File: config.mk
export PLATFORM = sky130hd
export DESIGN_NAME = boost_bypass_mode_sequencer
export DESIGN_NICKNAME = d
export VERILOG_FILES = /design/src/rtl/seq_pkg.sv /design/src/rtl/boost_bypass_mode_sequencer.sv
export SDC_FILE = /design/constraint.sdc
export NUM_CORES = 1
export LEC_CHECK = 0
export BUFFER_PORTS_ARGS = -buffer_cell sky130_fd_sc_hd__clkbuf_2
export CAP_MARGIN = 20
export CORE_MARGIN = 4
export CORE_UTILIZATION = 35
export CTS_CLUSTER_DIAMETER = 40
export DETAILED_ROUTE_END_ITERATION = 7
export GPL_TIMING_DRIVEN = 0
export PLACE_DENSITY = 0.71
export SYNTH_ARGS = -nofsm -noshare
export SYNTH_HDL_FRONTEND = slang
export SYNTH_SLANG_ARGS = --single-unit
File: constraint.sdc
create_clock -name pclk -period 2.3 [get_ports pclk]
set_input_delay 0.23 -clock pclk [delete_from_list [all_inputs] [get_ports pclk]]
set_output_delay 0.23 -clock pclk [all_outputs]
set_load 0.05 [all_outputs]
File: src/rtl/seq_pkg.sv
// constants, types and register map for the boost/bypass mode sequencer
package seq_pkg;

    // =====================================================================
    // clock and timing
    // =====================================================================
    localparam int unsigned CLK_PERIOD_NS = 10;
    localparam int unsigned LINEAR_START_PHASE_TWO_TIMEOUT_US = 1024;
    localparam int unsigned SOFT_TIMEOUT_MS = 2;
    localparam int unsigned RESTART_DELAY_MS = 1;
    localparam int unsigned NS_PER_US = 1000;
    localparam int unsigned NS_PER_MS = 1000000;
    // least times round up to whole cycles
    localparam int unsigned LINEAR_START_PHASE_TWO_TIMEOUT_CYCLES =
        (LINEAR_START_PHASE_TWO_TIMEOUT_US * NS_PER_US + CLK_PERIOD_NS - 1) / CLK_PERIOD_NS;
    localparam int unsigned SOFT_TIMEOUT_CYCLES =
        (SOFT_TIMEOUT_MS * NS_PER_MS + CLK_PERIOD_NS - 1) / CLK_PERIOD_NS;
    localparam int unsigned RESTART_DELAY_CYCLES =
        (RESTART_DELAY_MS * NS_PER_MS + CLK_PERIOD_NS - 1) / CLK_PERIOD_NS;
    localparam int unsigned TIMER_W = 18;

    // =====================================================================
    // register map (byte addresses)
    // =====================================================================
    localparam logic [7:0] CTRL_ADDR = 8'h00;
    localparam logic [7:0] STATUS_ADDR = 8'h04;
    localparam logic [7:0] INT_STAT_ADDR = 8'h08;
    localparam logic [7:0] INT_MASK_ADDR = 8'h0C;
    localparam int unsigned ADDR_W = 8;

    // control fields
    localparam int unsigned CTRL_SW_OFF_BIT = 0;
    localparam logic CTRL_SW_OFF_RESET = 1'b0;

    // status fields
    localparam int unsigned ST_STATE_LSB = 0;
    localparam int unsigned ST_STATE_W = 4;
    localparam int unsigned ST_POWER_OK_OUT_BIT = 4;
    localparam int unsigned ST_OT_BIT = 5;
    localparam int unsigned ST_OCP_BIT = 6;
    localparam int unsigned ST_LEVEL_BIT = 7;

    // interrupt status / mask layout
    localparam int unsigned IRQ_W = 5;
    localparam int unsigned IRQ_FAULT_BIT = 0;
    localparam int unsigned IRQ_PG_RISE_BIT = 1;
    localparam int unsigned IRQ_PG_FALL_BIT = 2;
    localparam int unsigned IRQ_OT_BIT = 3;
    localparam int unsigned IRQ_OCP_BIT = 4;
    localparam logic [IRQ_W-1:0] IRQ_MASK_RESET = 5'h00;

    // =====================================================================
    // types
    // =====================================================================
    typedef enum logic [3:0] {
        st_shutdown,
        st_linear_start_phase_one,
        st_linear_start_phase_two,
        st_startup,
        st_soft_start,
        st_boost,
        st_bypass,
        st_pass_through,
        st_fault
    } state_e;

    // analog comparator and sense results, synchronous to pclk
    typedef struct packed {
        logic uvlo_ok;            // input_supply above lockout level
        logic out_half_charged;   // output_supply charged enough for phase two
        logic out_charged;        // output_supply has reached input_supply
        logic ref_ramp_done;      // internal reference ramp finished
        logic out_in_regulation;  // output at its minimum target level
        logic input_above_target; // input_supply above target output
        logic high_side_on;       // high-side switch on time
        logic overcurrent_detect; // inductor current above overcurrent_limit
        logic temp_above_rise;    // die above 120 C
        logic temp_below_fall;    // die below 100 C
    } sense_s;

    // controls to the power stage
    typedef struct packed {
        logic linear_start_phase_one; // 1 A charging limit
        logic linear_start_phase_two; // 2 A charging limit
        logic switching_enable;       // converter switching allowed
        logic bypass_switch_on;       // bypass switch closed
        logic isolate_output;         // input and output at high impedance
        logic ref_ramp_enable;        // soft-start reference ramp running
        logic pass_through_limit;     // short-circuit limit near 4000 mA
        logic target_level_high;      // 1: 3.4 V target, 0: 3.2 V target
    } power_stage_s;

endpackage

File: src/rtl/boost_bypass_mode_sequencer.sv
// mode, fault and power-good sequencer for a boost regulator with bypass
//
// What this block does
// - circuitry runs only with enable high; enable low means full shutdown.
// - dropping enable forces shutdown at once from any state.
// - enter linear startup when supply is above lockout and enable and bypass pin are high.
// - linear startup phase one limits charge to 1A, phase two to 2A.
// - after linear startup go through startup to soft-start; switching starts.
// - phase two longer than 1024 us leads to the fault state.
// - soft-start not in boost regulation within 2 ms leads to fault.
// - fault isolates input and output, restarts startup after 1 ms.
// - automatic mode moves boost to bypass while input exceeds target.
// - enable high, bypass pin low: forced pass-through, 4000mA limit.
// - enable and bypass pin high: automatic boost or bypass choice.
// - level select picks 3.2V low or 3.4V high, boost and bypass.
// - power-good released high once soft-start has completed.
// - power-good pulled low while any fault or overload is present.
// - power-good low above 120 C, back only below 100 C.
// - overcurrent in high-side on time holds off next pulse.
// - over-temperature latches and stops regulation until below fall.
`timescale 1ns/1ps

module boost_bypass_mode_sequencer #(
    parameter int unsigned LINEAR_START_PHASE_TWO_TIMEOUT_CYCLES =
        seq_pkg::LINEAR_START_PHASE_TWO_TIMEOUT_CYCLES,
    parameter int unsigned SOFT_TIMEOUT_CYCLES =
        seq_pkg::SOFT_TIMEOUT_CYCLES,
    parameter int unsigned RESTART_DELAY_CYCLES =
        seq_pkg::RESTART_DELAY_CYCLES
) (
    input wire logic pclk,
    input wire logic presetn,
    // apb slave
    input wire logic psel,
    input wire logic penable,
    input wire logic pwrite,
    input wire logic [31:0] paddr,
    input wire logic [31:0] pwdata,
    output logic [31:0] prdata,
    output logic pready,
    output logic pslverr,
    // control pins from the host
    input wire logic enable,
    input wire logic force_pass_through_n,
    input wire logic output_level_select,
    // sense inputs from the analog side
    input wire seq_pkg::sense_s sense,
    // power stage controls
    output seq_pkg::power_stage_s power_stage,
    output logic hs_pulse_allow,
    // open-drain power good: out is held low, oe_n low pulls the pin low
    input wire logic power_ok_out_in,
    output logic power_ok_out_o,
    output logic power_ok_out_oe_n,
    output logic irq
);
    import seq_pkg::*;

    state_e state;
    state_e next_state;
    logic [TIMER_W-1:0] timer;
    logic sw_off;
    logic ot_latched;
    logic ocp_holdoff;
    logic power_good;
    logic run_ok;
    logic [IRQ_W-1:0] irq_stat;
    logic [IRQ_W-1:0] irq_mask;
    logic [IRQ_W-1:0] irq_event;
    logic [IRQ_W-1:0] irq_clear;
    logic [ADDR_W-1:0] addr;
    logic addr_hit;
    logic wr_access;
    logic rd_setup;
    logic linear_start_phase_two_expired;
    logic soft_expired;
    logic restart_due;

    // =====================================================================
    // mode sequencer
    // =====================================================================
    // the enable pin and software switch decide whether anything runs
    assign run_ok = enable && !sw_off;

    assign linear_start_phase_two_expired = timer == TIMER_W'(LINEAR_START_PHASE_TWO_TIMEOUT_CYCLES - 1);
    assign soft_expired = timer == TIMER_W'(SOFT_TIMEOUT_CYCLES - 1);
    assign restart_due = timer == TIMER_W'(RESTART_DELAY_CYCLES - 1);

    // next state; disabling and lockout beat every other step, then forced pass-through beats the automatic steps
    always_comb begin
        next_state = state;
        if (!run_ok) begin
            next_state = st_shutdown;
        end else if (!sense.uvlo_ok) begin
            next_state = st_shutdown;
        end else if (!force_pass_through_n) begin
            next_state = st_pass_through;
        end else begin
            // bypass pin high with enable: automatic mode
            unique case (state)
                st_shutdown, st_pass_through: begin
                    next_state = st_linear_start_phase_one;
                end
                st_linear_start_phase_one: begin
                    if (sense.out_charged) begin
                        next_state = st_startup;
                    end else if (sense.out_half_charged) begin
                        next_state = st_linear_start_phase_two;
                    end
                end
                st_linear_start_phase_two: begin
                    if (sense.out_charged) begin
                        next_state = st_startup;
                    end else if (linear_start_phase_two_expired) begin
                        next_state = st_fault;
                    end
                end
                st_startup: begin
                    next_state = st_soft_start;
                end
                st_soft_start: begin
                    if (sense.ref_ramp_done && sense.out_in_regulation) begin
                        next_state = st_boost;
                    end else if (soft_expired) begin
                        next_state = st_fault;
                    end
                end
                st_boost: begin
                    if (sense.input_above_target) begin
                        next_state = st_bypass;
                    end
                end
                st_bypass: begin
                    if (!sense.input_above_target) begin
                        next_state = st_boost;
                    end
                end
                st_fault: begin
                    if (restart_due) begin
                        next_state = st_linear_start_phase_one;
                    end
                end
            endcase
        end
    end

    // state register
    always_ff @(posedge pclk or negedge presetn) begin
        if (!presetn) begin
            state <= st_shutdown;
        end else begin
            state <= next_state;
        end
    end

    // single time base: restarts on every state change, saturates at top
    always_ff @(posedge pclk or negedge presetn) begin
        if (!presetn) begin
            timer <= '0;
        end else if (next_state != state) begin
            timer <= '0;
        end else if (timer != '1) begin
            timer <= timer + TIMER_W'(1);
        end
    end

    // =====================================================================
    // protections
    // =====================================================================
    // over-temperature latch; a new rise wins over the falling release
    always_ff @(posedge pclk or negedge presetn) begin
        if (!presetn) begin
            ot_latched <= 1'b0;
        end else if (sense.temp_above_rise) begin
            ot_latched <= 1'b1;
        end else if (sense.temp_below_fall) begin
            ot_latched <= 1'b0;
        end
    end

    // cycle-by-cycle hold-off, only sensed while the high side is on
    always_ff @(posedge pclk or negedge presetn) begin
        if (!presetn) begin
            ocp_holdoff <= 1'b0;
        end else if (sense.high_side_on && sense.overcurrent_detect) begin
            ocp_holdoff <= 1'b1;
        end else if (!sense.overcurrent_detect) begin
            ocp_holdoff <= 1'b0;
        end
    end

    // =====================================================================
    // power stage controls, state decodes taken from the next state so they match state; level follows the select pin
    // =====================================================================
    always_ff @(posedge pclk or negedge presetn) begin
        if (!presetn) begin
            power_stage <= '0;
            hs_pulse_allow <= 1'b0;
        end else begin
            power_stage.linear_start_phase_one <= next_state == st_linear_start_phase_one;
            power_stage.linear_start_phase_two <= next_state == st_linear_start_phase_two;
            // over-temperature stops all switching regulation
            power_stage.switching_enable <= !ot_latched &&
                (next_state inside {st_soft_start, st_boost});
            power_stage.bypass_switch_on <=
                next_state inside {st_bypass, st_pass_through};
            power_stage.isolate_output <=
                next_state inside {st_fault, st_shutdown};
            power_stage.ref_ramp_enable <= next_state == st_soft_start;
            power_stage.pass_through_limit <= next_state == st_pass_through;
            power_stage.target_level_high <= output_level_select;
            hs_pulse_allow <= !ot_latched && !ocp_holdoff &&
                !(sense.high_side_on && sense.overcurrent_detect) &&
                (next_state inside {st_soft_start, st_boost});
        end
    end

    // =====================================================================
    // power good
    // =====================================================================
    // boost and bypass are reached only through a finished soft-start
    always_ff @(posedge pclk or negedge presetn) begin
        if (!presetn) begin
            power_good <= 1'b0;
        end else begin
            power_good <= (state inside {st_boost, st_bypass}) &&
                !ot_latched && !ocp_holdoff;
        end
    end

    // the pin is only ever pulled low; the pull-up makes it high
    assign power_ok_out_o = 1'b0;
    assign power_ok_out_oe_n = power_good;

    // =====================================================================
    // interrupts
    // =====================================================================
    assign irq_event[IRQ_FAULT_BIT] = next_state == st_fault &&
        state != st_fault;
    assign irq_event[IRQ_PG_RISE_BIT] = !power_good &&
        (state inside {st_boost, st_bypass}) && !ot_latched && !ocp_holdoff;
    assign irq_event[IRQ_PG_FALL_BIT] = power_good &&
        !((state inside {st_boost, st_bypass}) && !ot_latched &&
        !ocp_holdoff);
    assign irq_event[IRQ_OT_BIT] = sense.temp_above_rise && !ot_latched;
    assign irq_event[IRQ_OCP_BIT] = sense.high_side_on &&
        sense.overcurrent_detect && !ocp_holdoff;

    assign irq_clear = (wr_access && addr == INT_STAT_ADDR) ?
        pwdata[IRQ_W-1:0] : '0;

    // sticky bits; a new event in the clearing cycle is kept
    always_ff @(posedge pclk or negedge presetn) begin
        if (!presetn) begin
            irq_stat <= '0;
        end else begin
            irq_stat <= (irq_stat & ~irq_clear) | irq_event;
        end
    end

    // level output, high while any unmasked bit is pending
    always_ff @(posedge pclk or negedge presetn) begin
        if (!presetn) begin
            irq <= 1'b0;
        end else begin
            irq <= |(((irq_stat & ~irq_clear) | irq_event) & irq_mask);
        end
    end

    // =====================================================================
    // apb slave: zero wait states, error on unmapped addresses
    // =====================================================================
    assign addr = paddr[ADDR_W-1:0];
    assign addr_hit = paddr[31:ADDR_W] == '0 && (addr == CTRL_ADDR ||
        addr == STATUS_ADDR || addr == INT_STAT_ADDR ||
        addr == INT_MASK_ADDR);
    assign wr_access = psel && penable && pwrite && addr_hit;
    assign rd_setup = psel && !penable && !pwrite;
    assign pready = 1'b1;
    assign pslverr = psel && penable && !addr_hit;

    // writable registers
    always_ff @(posedge pclk or negedge presetn) begin
        if (!presetn) begin
            sw_off <= CTRL_SW_OFF_RESET;
            irq_mask <= IRQ_MASK_RESET;
        end else if (wr_access) begin
            if (addr == CTRL_ADDR) begin
                sw_off <= pwdata[CTRL_SW_OFF_BIT];
            end
            if (addr == INT_MASK_ADDR) begin
                irq_mask <= pwdata[IRQ_W-1:0];
            end
        end
    end

    // read data is captured in the setup cycle, valid in the access cycle
    always_ff @(posedge pclk or negedge presetn) begin
        if (!presetn) begin
            prdata <= '0;
        end else if (rd_setup) begin
            prdata <= '0;
            if (addr_hit) begin
                unique case (addr)
                    CTRL_ADDR: begin
                        prdata[CTRL_SW_OFF_BIT] <= sw_off;
                    end
                    STATUS_ADDR: begin
                        prdata[ST_STATE_LSB +: ST_STATE_W] <= state;
                        prdata[ST_POWER_OK_OUT_BIT] <= power_good;
                        prdata[ST_OT_BIT] <= ot_latched;
                        prdata[ST_OCP_BIT] <= ocp_holdoff;
                        prdata[ST_LEVEL_BIT] <=
                            power_stage.target_level_high;
                    end
                    INT_STAT_ADDR: begin
                        prdata[IRQ_W-1:0] <= irq_stat;
                    end
                    INT_MASK_ADDR: begin
                        prdata[IRQ_W-1:0] <= irq_mask;
                    end
                    default: begin
                        prdata <= '0;
                    end
                endcase
            end
        end
    end
endmodule

==> qor.yml, run 1 <==
status:
  status: "finished, violations left"
  violations: "setup timing"
synth:
  syn-cell-area_um2: 3258
  muxShareOfSynthArea_pct: 4.455
  synthSimpleGateAreaFrac_pct: 27.42
  synth-warning-count: 0
  synth_compound_area_share_pct: 12.83
  yosys.area.top_type: "dfrtp_1"
  synth_xor_area_share_pct: 3.763
  yosysSeqAreaShare_pct: 41.47
  synthAdderAreaFrac_pct: 0.6912
  synth_edf_count: 0
  synth_top_family_by_area: "simple AND/OR/NAND/NOR gates"
  synth.area.top_cells: "dfrtp_1 (41%), buf_4 (6.0%), mux2_2 (3.5%)"
  synth_area_per_cell_um2: 9.555
  synth_cells: 341
  ys_types: 62
  yosys_most_used_dff: "dfrtp_1"
  ys_ff_latch: 54
  synth_top_area_share_pct: 41.47
  ys_async_sr_fraction_pct: 100.0
layout:
  synthToLayoutAreaGrowth_pct: 31.18
  fillers: 842
  layout-drive-gt1-share_pct: 37.74
  fin_nets: 544
  layout_common_cells: "clkbuf_2 (74), dfrtp_1 (52), buf_4 (38), conb_1 (26), nand2_1 (22)"
  antennaDiodeCount: 0
  final_common_cell: "clkbuf_2"
critical_path:
  crit_path_end_kind: "flop"
  worst-setup-path-type: "reg2reg"
  cp_max_fo: 5
  required_ns: 2.50
  r2r_cells: 8
  start_kind: "flop"
  arrival_ns: 2.58
sta:
  timing.final.crit_period_ns: 2.376
  slew_headroom_pct: 48.23
  hold_viol: 0
  rsz0062_at_grt: "true"
  setup_viol: 13
  clock-skew-final_ns: 0.01220
  drv_slew: 0
  setup-tns-final_ns: -0.7902
  setup_slack_ns: -0.07624
  worst_slew_pin_slew_ns: 0.7694
  hold_ws_ns: 0.02718
  min_period_over_period_pct: 103.3
  fmax_ghz: 0.4208
grt:
  antenna_found_initial: 0
  grt_pass1_wl_um: 13980
  grt.overflow.total: 0
  grt_max_degree: 31
  first_global_vias: 2972
  grt.total_usage_pct: 15.15
floorplan:
  placementRows: 34
  initial_utilization_pct: 36.65
  die_h_um: 104.5
  coreArea_um2: 8891
  io_pins: 129
  dieWidth_um: 104.5
  die_area_um2: 10920
hold_path:
  hold_path_depth: 1
  hold_path_class: "in2reg"
detailed_routing:
  wl_per_cell_um: 14.87
  drc: 0
  vias: 2963
  drt-total-wl_um: 8462
  drt-pass1-iter-count: 4
  drtIter0Drc: 106
  postRouteAntennaNets: 0
  vias_per_cell: 5.207
clock_network:
  clock_path_buffers: 2
  clkTransAtPathRegs_ns: 0.10
  cts_sinks: 54
  cts_root_buf: "clkbuf_8"
  clk_latency_ns: 0.31
  cts_tree: "built"
  cts_buffers: 5
  htree_levels: 2
run:
  max_cap_violations: 0
power_and_ir_drop:
  power_density_nw_per_um2: 487.0
  peakVddDrop_mv: 0.2462
  total_power_mw: 2.081
  power_leakage_nw: 2.012
place:
  dp_hpwl_um: 6200
  portBuffers: 73
  gp_congestion: 0.8787
-- critical path: stages (launching register included) --
cell and delay (ns):
dfrtp_1 0.40, or3_4 0.41, or3_4 0.34, o21ba_4 0.20, or4_4 0.49, nand4_4 0.15, buf_6 0.12, buf_8 0.10
nor3_1 0.05
-- state kept, by name (all words and copies together), names as in the netlist --
| register | count |
|---|---|
| irq_mask | 5 |
| power_stage | 8 |
| ot_latched | 1 |
| prdata | 8 |
| irq_stat | 5 |
| irq | 1 |
| ocp_holdoff | 1 |
| timer | 18 |
| hs_pulse_allow | 1 |
| power_ok_out_oe_n | 1 |
| sw_off | 1 |
| state | 4 |
-- per-layer routing --
metal  vias to the layer above  share of wire [%]  wire length [um]  track usage, %
met5                         -                  0                 0               0
met4                         0                1.1                91           3.324
met3                        11                6.1               512           3.352
met2                       105                 50              4191           25.55
met1                      1399                 43              3666           19.88
li1                       1448                  -                 -               -
-- power breakdown --
part,total (mW),leakage (nW),switching [mW],internal [mW]
Sequential,1.00,0.723,0.0238,0.979
Clock,0.575,0.0514,0.327,0.249
Combinational,0.503,1.24,0.294,0.209
Total,2.08,2.01,0.644,1.44
-- final timing paths --
check | slack (ns) | startpoint | endpoint
min reg2reg | 0.49 | prdata[0]$_DFFE_PN0P_ | prdata[0]$_DFFE_PN0P_
max | -0.08 | timer[13]$_DFFE_PN0P_ | timer[6]$_DFFE_PN0P_
max reg2reg | -0.08 | timer[13]$_DFFE_PN0P_ | timer[6]$_DFFE_PN0P_
max in group asynchronous | 1.20 | presetn | timer[4]$_DFFE_PN0P_
min | 0.03 | output_level_select | power_stage[0]$_DFF_PN0_
min in group asynchronous | 0.48 | presetn | state[2]$_DFF_PN0_
-- layout make-up --
| cell class | count | area (um2) | share of cell area, % |
|---|---|---|---|
| clock inverter | 2 | 17.52 | 0.4098 |
| clock buffer | 6 | 82.58 | 1.932 |
| sequential | 54 | 1354 | 31.67 |
| multi-input combinational | 262 | 1826 | 42.71 |
| inverter | 7 | 26.28 | 0.6148 |
| timing repair buffer | 91 | 555.5 | 13.00 |
| tap | 108 | 135.1 | 3.162 |
| buffer | 39 | 277.8 | 6.499 |
-- cell usage after synthesis, drive strengths merged (2+ instances only) --
| cell | n |
|---|---|
| mux2 | 10 |
| dfrtp | 54 |
| a211oi | 3 |
| and3b | 4 |
| and4 | 3 |
| xnor2 | 7 |
| a21boi | 2 |
| inv | 7 |
| or4 | 4 |
| o21a | 5 |
| conb | 2 |
| nor2 | 21 |
| o21ai | 10 |
| nand4 | 8 |
| nor3 | 21 |
| nand2 | 22 |
| or3 | 3 |
| nand3b | 4 |
| and3 | 8 |
| o2111ai | 2 |
| nand3 | 14 |
| clkbuf | 12 |
| a21o | 5 |
| nand2b | 3 |
| buf | 30 |
| nor4 | 17 |
| a31oi | 2 |
| a22o | 12 |
| nor3b | 4 |
| nor2b | 5 |
| xor2 | 7 |
| nor4b | 4 |
| a21oi | 4 |
| or2 | 2 |
| o311a | 2 |
-- logic make-up (layout without fill, tap and decap cells) --
logic type	after synthesis	after routing
and+or+nand+nor	152	152
AOI/OAI and AO/OA	56	56
DFF	54	54
buffers and inverters	49	145
xor gates and xnor gates	14	14
muxes	12	12
adders and majority gates	2	2
other	2	26
-- timing repair --
| action | in CTS | in global routing |
|---|---|---|
| setup endpoints to repair | 24 | 24 |
| endpoints found under the hold margin | 24 | 0 |
| hold buffers | 1 | 0 |
| gates cloned | 1 | 0 |
| resized for setup | 19 | 20 |
| setup buffers | 12 | 4 |
| pin swaps | 6 | 4 |
-- metrics by stage --
step / utilization [%] / instance area [um2] / setup WS [ns] / instances
after floorplan: - / 3348 / 0.0003495 / 365
after global placement: 43.29 / 3849 / -0.2487 / 546
after detailed placement: 43.51 / 3869 / -0.2778 / 547
after CTS: 46.69 / 4151 / -0.04580 / 565
after global routing: 48.07 / 4274 / -0.1770 / 569
final: 48.07 / 4274 / -0.07624 / 569
Note: power is estimated with default switching activity, not from simulation.
==> inputs of run 2 (changes only) <==
==> constraint.sdc (replaced) <==
create_clock -name pclk -period 2.3 [get_ports pclk]
set_input_delay 0.69 -clock pclk [delete_from_list [all_inputs] [get_ports pclk]]
set_output_delay 0.69 -clock pclk [all_outputs]
set_load 0.05 [all_outputs]
==> run 2 against run 1 <==
  * The flow still finishes with violations (setup timing)
  * Fmax shrank 6.6%
  * First-iteration DRC count grew 6.6%
  * Non-clock buffer count grew 4
  * Setup slack lost 0.17 ns
  * Clock power grew 14%
  * Clock-buffer cell count shrank 1
  * Routed wire length grew 2.6%
  * Clock skew shrank 0.0021 ns
  * Final cell count grew 0.70%
==> qor.yml, run 2 (synthesized netlist as in run 1, its figures left out) <==
layout:
  antennaDiodeCount: 0  # unchanged
  largestRegisters: "timer (18), power_stage (8), prdata (8)"
  top_register: "timer"
  fin_nets: 548  # +0.74%
  largest_reg_flops: 18  # unchanged
  layout_common_cells: "clkbuf_2 (72), dfrtp_1 (53), buf_4 (44), conb_1 (26), nand2_1 (22)"
  synthToLayoutAreaGrowth_pct: 37.44
  fillers: 797  # -5.3%
  layout-drive-gt1-share_pct: 42.58  # +4.8 points
  final_common_cell: "clkbuf_2"
sta:
  timing.final.crit_period_ns: 2.544  # +0.1677 ns
  slew_headroom_pct: 51.53  # +3.3 points
  drv_slew: 0  # unchanged
  min_period_over_period_pct: 110.6  # +7.3 points
  setup_viol: 13  # unchanged
  hold_ws_ns: 0.4155  # +0.3883 ns
  setup-tns-final_ns: -0.6734  # +0.1168 ns
  rsz0062_at_grt: "true"
  setup_slack_ns: -0.2439  # -0.1677 ns
  hold_viol: 0  # unchanged
  clock-skew-final_ns: 0.01009  # -0.002111 ns
  worst_slew_pin_slew_ns: 0.7271  # -0.04228 ns
  fmax_ghz: 0.3931  # -6.6%
status:
  status: "finished, violations left"
  violations: "setup timing"
critical_path:
  arrival_ns: 1.85  # -0.73 ns
  crit_path_end_kind: "output port"
  required_ns: 1.61  # -0.89 ns
  start_kind: "input port"
  cp_max_fo: 3  # -2
  worst-setup-path-type: "in2out"
clock_network:
  clkTransAtPathRegs_ns: 0.10  # about the same
  cts_sinks: 54  # unchanged
  clock_path_buffers: 2  # unchanged
  clk_latency_ns: 0.31  # about the same
  cts_buffers: 5  # unchanged
  htree_levels: 2  # unchanged
  cts_tree: "built"
  cts_root_buf: "clkbuf_8"
place:
  dp_hpwl_um: 6398  # +3.2%
  portBuffers: 73  # unchanged
  gp_congestion: 0.9177  # +4.4%
detailed_routing:
  drt-pass1-iter-count: 4  # unchanged
  vias: 3007  # +1.5%
  drt-total-wl_um: 8680  # +2.6%
  drc: 0  # unchanged
  vias_per_cell: 5.248  # +0.78%
  drtIter0Drc: 113  # +6.6%
  postRouteAntennaNets: 0  # unchanged
  wl_per_cell_um: 15.15  # +1.9%
grt:
  grt_pass1_wl_um: 14060  # +0.59%
  grt.overflow.total: 0  # unchanged
  first_global_vias: 2997  # +0.84%
  grt_max_degree: 29  # -6.5%
  grt.total_usage_pct: 15.39  # +0.24 points
  antenna_found_initial: 0  # unchanged
power_and_ir_drop:
  power_leakage_nw: 2.111  # +4.9%
  power_density_nw_per_um2: 483.3  # -0.75%
  peakVddDrop_mv: 0.2546  # +3.4%
floorplan:
  coreArea_um2: 8891  # unchanged
  io_pins: 129  # unchanged
  placementRows: 34  # unchanged
  initial_utilization_pct: 36.65  # unchanged
  dieWidth_um: 104.5  # unchanged
  die_h_um: 104.5  # unchanged
  die_area_um2: 10920  # unchanged
run:
  max_cap_violations: 0  # unchanged
hold_path:
  hold_path_class: "in2async"
==> run 2: power breakdown <==
group          switching [mW]  total, mW  internal (mW)
registers              0.0241       1.00          0.979
clock network           0.323      0.654          0.330
logic                   0.304      0.508          0.203
total                   0.652       2.16           1.51
==> run 2: critical path: stages <==
cell and delay (ns):
buf_6 0.10, nor4_4 0.33, nand4_1 0.18, nor3_2 0.18
inv_1 0.08, and3_4 0.15, buf_8 0.14
==> run 2: what timing repair did <==
action | in CTS | in global routing
cloned | 1 | 0
gates resized for setup | 32 | 33
setup buffers | 17 | 6
hold buffers | 0 | 0
setup endpoints to repair | 27 | 28
pin swaps | 12 | 10
==> run 2: metrics by stage <==
step	cell area, um2	instances	setup WS (ns)	utilization, %	power [mW]
after floorplan	3385	365	-0.1284	-	1.319
after global placement	3885	546	-0.5279	43.70	1.431
after detailed placement	3905	547	-0.5477	43.92	1.444
after CTS	4309	571	-0.2565	48.47	2.168
after global routing	4478	573	-0.3147	50.37	2.253
final	4478	573	-0.2439	50.37	2.164
==> run 2: final cells by class <==
class                   instances  area [um2]  area share, %
plain buffers                  37       265.3          5.923
flip-flops and latches         54        1353          30.20
clock buffers                   5       68.82          1.537
well taps                     108       135.1          3.018
inverters                       7       26.28         0.5868
clock inverters                 3       47.55          1.062
repair buffers                 97       610.6          13.64
multi-input cells             262        1972          44.03
==> run 2: final timing paths <==
check,startpoint,end,slack (ns),cells after the start
min in group pclk,output_level_select,power_stage[0]$_DFF_PN0_,0.49,1
max reg2reg,timer[14]$_DFFE_PN0P_,timer[3]$_DFFE_PN0P_,-0.09,8
min,presetn,power_stage[0]$_DFF_PN0_,0.42,1
min reg2reg,power_stage[0]$_DFF_PN0_,prdata[7]$_DFFE_PN0P_,0.51,1
max in group asynchronous,presetn,state[1]$_DFF_PN0_,1.27,2
max,paddr[4],pslverr,-0.24,7
==> run 2: metal layers <==
metal	wire, um	up-vias	global-route usage (%)
met4	148	0	4.274
met5	0	-	0
met2	4552	95	27.49
li1	-	1451	-
met1	3513	1449	18.46
met3	466	12	3.476
==> inputs of run 3 (changes only) <==
--- a/config.mk
+++ b/config.mk
@@ -7,11 +7,11 @@
 export LEC_CHECK = 0
 export BUFFER_PORTS_ARGS = -buffer_cell sky130_fd_sc_hd__clkbuf_2
 export CAP_MARGIN = 20
+export CORE_ASPECT_RATIO = 1.25
 export CORE_MARGIN = 4
 export CORE_UTILIZATION = 35
 export CTS_CLUSTER_DIAMETER = 40
 export DETAILED_ROUTE_END_ITERATION = 7
-export GPL_TIMING_DRIVEN = 0
 export PLACE_DENSITY = 0.71
 export SYNTH_ARGS = -nofsm -noshare
 export SYNTH_HDL_FRONTEND = slang
==> run 3 against run 2 <==
  * Non-clock buffer count rose by 4
  * The flow still finishes with violations (setup timing)
  * Fmax fell by 0.49%
  * Global-route usage rose by 1.5 points
  * Register-to-register slack improved by 0.04 ns
  * Largest cell class unchanged
  * Clock power rose by 17%
  * Combinational power barely moved
  * Power rose by 5.0%
==> qor.yml, run 3 (synthesized netlist as in run 1, its figures left out) <==
status:
  status: "finished, violations left"
  violations: "setup timing"
grt:
  grt.total_usage_pct: 16.89  # +1.5 points
  antenna_found_initial: 0  # unchanged
  grt_pass1_wl_um: 15040  # +6.9%
  first_global_vias: 3245  # +8.3%
  grt_max_degree: 55  # +90%
  grt.overflow.total: 0  # unchanged
detailed_routing:
  vias: 3137  # +4.3%
  drc: 0  # unchanged
  wl_per_cell_um: 15.84  # +4.6%
  drt-pass1-iter-count: 4  # unchanged
  postRouteAntennaNets: 0  # unchanged
  drt-total-wl_um: 9376  # +8.0%
  vias_per_cell: 5.299  # +0.98%
  drtIter0Drc: 163  # +44%
floorplan:
  die_area_um2: 10930  # about the same
  placementRows: 39  # +15%
  io_pins: 129  # unchanged
  coreArea_um2: 9125  # +2.6%
  dieWidth_um: 94.30  # -9.7%
  initial_utilization_pct: 35.71  # -0.94 points
  die_h_um: 115.9  # +11%
layout:
  largest_reg_flops: 18  # unchanged
  final_common_cell: "clkbuf_2"
  synthToLayoutAreaGrowth_pct: 40.02
  top_register: "timer"
  largestRegisters: "timer (18), power_stage (8), prdata (8)"
  layout_common_cells: "clkbuf_2 (71), buf_4 (53), dfrtp_1 (52), conb_1 (26)"
  fin_nets: 552  # +0.73%
  fillers: 817  # +2.5%
  antennaDiodeCount: 0  # unchanged
  layout-drive-gt1-share_pct: 42.64  # +0.063 points
  finalInstanceArea_um2: 4562  # +1.9%
clock_network:
  htree_levels: 2  # unchanged
  clk_latency_ns: 0.29  # -0.02 ns
  clkTransAtPathRegs_ns: 0.07  # -0.03 ns
  cts_tree: "built"
  cts_sinks: 54  # unchanged
  clock_path_buffers: 2  # unchanged
  cts_root_buf: "clkbuf_16"
  cts_buffers: 5  # unchanged
sta:
  drv_slew: 0  # unchanged
  setup_slack_ns: -0.2564  # -0.01252 ns
  min_period_over_period_pct: 111.1  # +0.54 points
  timing.final.crit_period_ns: 2.556  # +0.01252 ns
  setup_viol: 13  # unchanged
  rsz0062_at_grt: "true"
  clock-skew-final_ns: 0.003118  # -0.006969 ns
  hold_viol: 0  # unchanged
  fmax_ghz: 0.3912  # -0.49%
critical_path:
  cp_max_fo: 2  # -1
  worst-setup-path-type: "in2out"
  arrival_ns: 1.87  # +0.02 ns
  required_ns: 1.61  # about the same
  start_kind: "input port"
  crit_path_end_kind: "output port"
run:
  max_cap_violations: 0  # unchanged
place:
  portBuffers: 74  # +1.4%
  placed_area_um2: 3995  # +2.3%
  dp_hpwl_um: 6636  # +3.7%
  gp_congestion: 0.9051  # -1.4%
power_and_ir_drop:
  power_leakage_nw: 2.127  # +0.76%
  peakVddDrop_mv: 0.3226  # +27%
  power_density_nw_per_um2: 498.3  # +3.1%
  total_power_mw: 2.273  # +5.0%
hold_path:
  hold_path_class: "in2async"
-- run 3: cell types whose count changed in the layout (fill, tap and decap cells not counted), moves of 2 or more --
cell | previous run | this run
buf_12 | 3 | 5
buf_2 | 2 | 0
buf_4 | 44 | 53
buf_6 | 4 | 7
clkbuf_1 | 5 | 0
clkbuf_16 | 0 | 6
clkbuf_8 | 6 | 0
clkinvlp_4 | 0 | 2
nor3_1 | 5 | 11
nor3_2 | 15 | 10
nor4_2 | 3 | 7
nor4_4 | 6 | 3
o21ai_1 | 0 | 2
-- run 3: final timing paths --
check	endpoint	depth (start not counted)	slack, ns	startpoint
worst max-delay path	pslverr	7	-0.26	paddr[15]
worst min-delay path	irq_stat[2]$_DFF_PN0_	2	0.39	presetn
worst max register to register	timer[2]$_DFFE_PN0P_	8	-0.05	timer[12]$_DFFE_PN0P_
worst min register to register	prdata[7]$_DFFE_PN0P_	1	0.51	power_stage[0]$_DFF_PN0_
max in group asynchronous	state[2]$_DFF_PN0_	2	1.66	presetn
min in group pclk	power_stage[0]$_DFF_PN0_	1	0.50	output_level_select
-- run 3: repair_timing --
item                       in CTS  in global routing
setup endpoints to repair      16                 39
pin swaps                      12                 14
hold buffers                    0                  0
gates resized for setup        14                 38
buffers inserted               19                 10
gates cloned                    1                  0
-- run 3: through the flow --
stage | instances | utilization (%) | TNS [ns] | setup WS, ns | hold slack [ns]
floorplan | 365 | - | -0.1476 | -0.1284 | 0.3944
global placement | 563 | 43.78 | -2.845 | -0.3630 | 0.4753
detailed placement | 563 | 43.78 | -3.538 | -0.3738 | 0.4989
CTS | 590 | 48.13 | -1.811 | -0.1942 | 0.4026
global route | 592 | 49.99 | -2.003 | -0.3115 | 0.4118
finish | 592 | 49.99 | -0.7787 | -0.2564 | 0.3919
-- run 3: worst max-delay path: stages --
cell,delay (ns)
clkbuf_2,0.10
nor4_2,0.30
nand4_1,0.18
nor3_2,0.18
inv_1,0.09
and3_4,0.16
clkbuf_16,0.16
-- run 3: metal layers --
layer / vias to the layer above / GRT usage, % / part of all wire (%)
met1: 1525 / 18.10 / 35
met2: 127 / 32.58 / 55
met3: 28 / 3.701 / 6.6
li1: 1457 / - / -
met4: 0 / 5.202 / 2.6
met5: - / 0 / 0
-- run 3: report_power, final --
part / total, mW / internal, mW / switching, mW
sequential: 1.00 / 0.979 / 0.0245
clock: 0.762 / 0.408 / 0.354
combinational: 0.508 / 0.199 / 0.308
total: 2.27 / 1.59 / 0.687
-- run 3: final cells by class --
type	instances	area, um2	share of cell area, %
Multi-Input combinational cell	262	1907	41.80
Sequential cell	54	1354	29.68
Timing Repair Buffer	138	972.2	21.31
Tap cell	123	153.9	3.374
Clock buffer	5	125.1	2.743
Inverter	7	26.28	0.5760
Clock inverter	3	23.77	0.5211
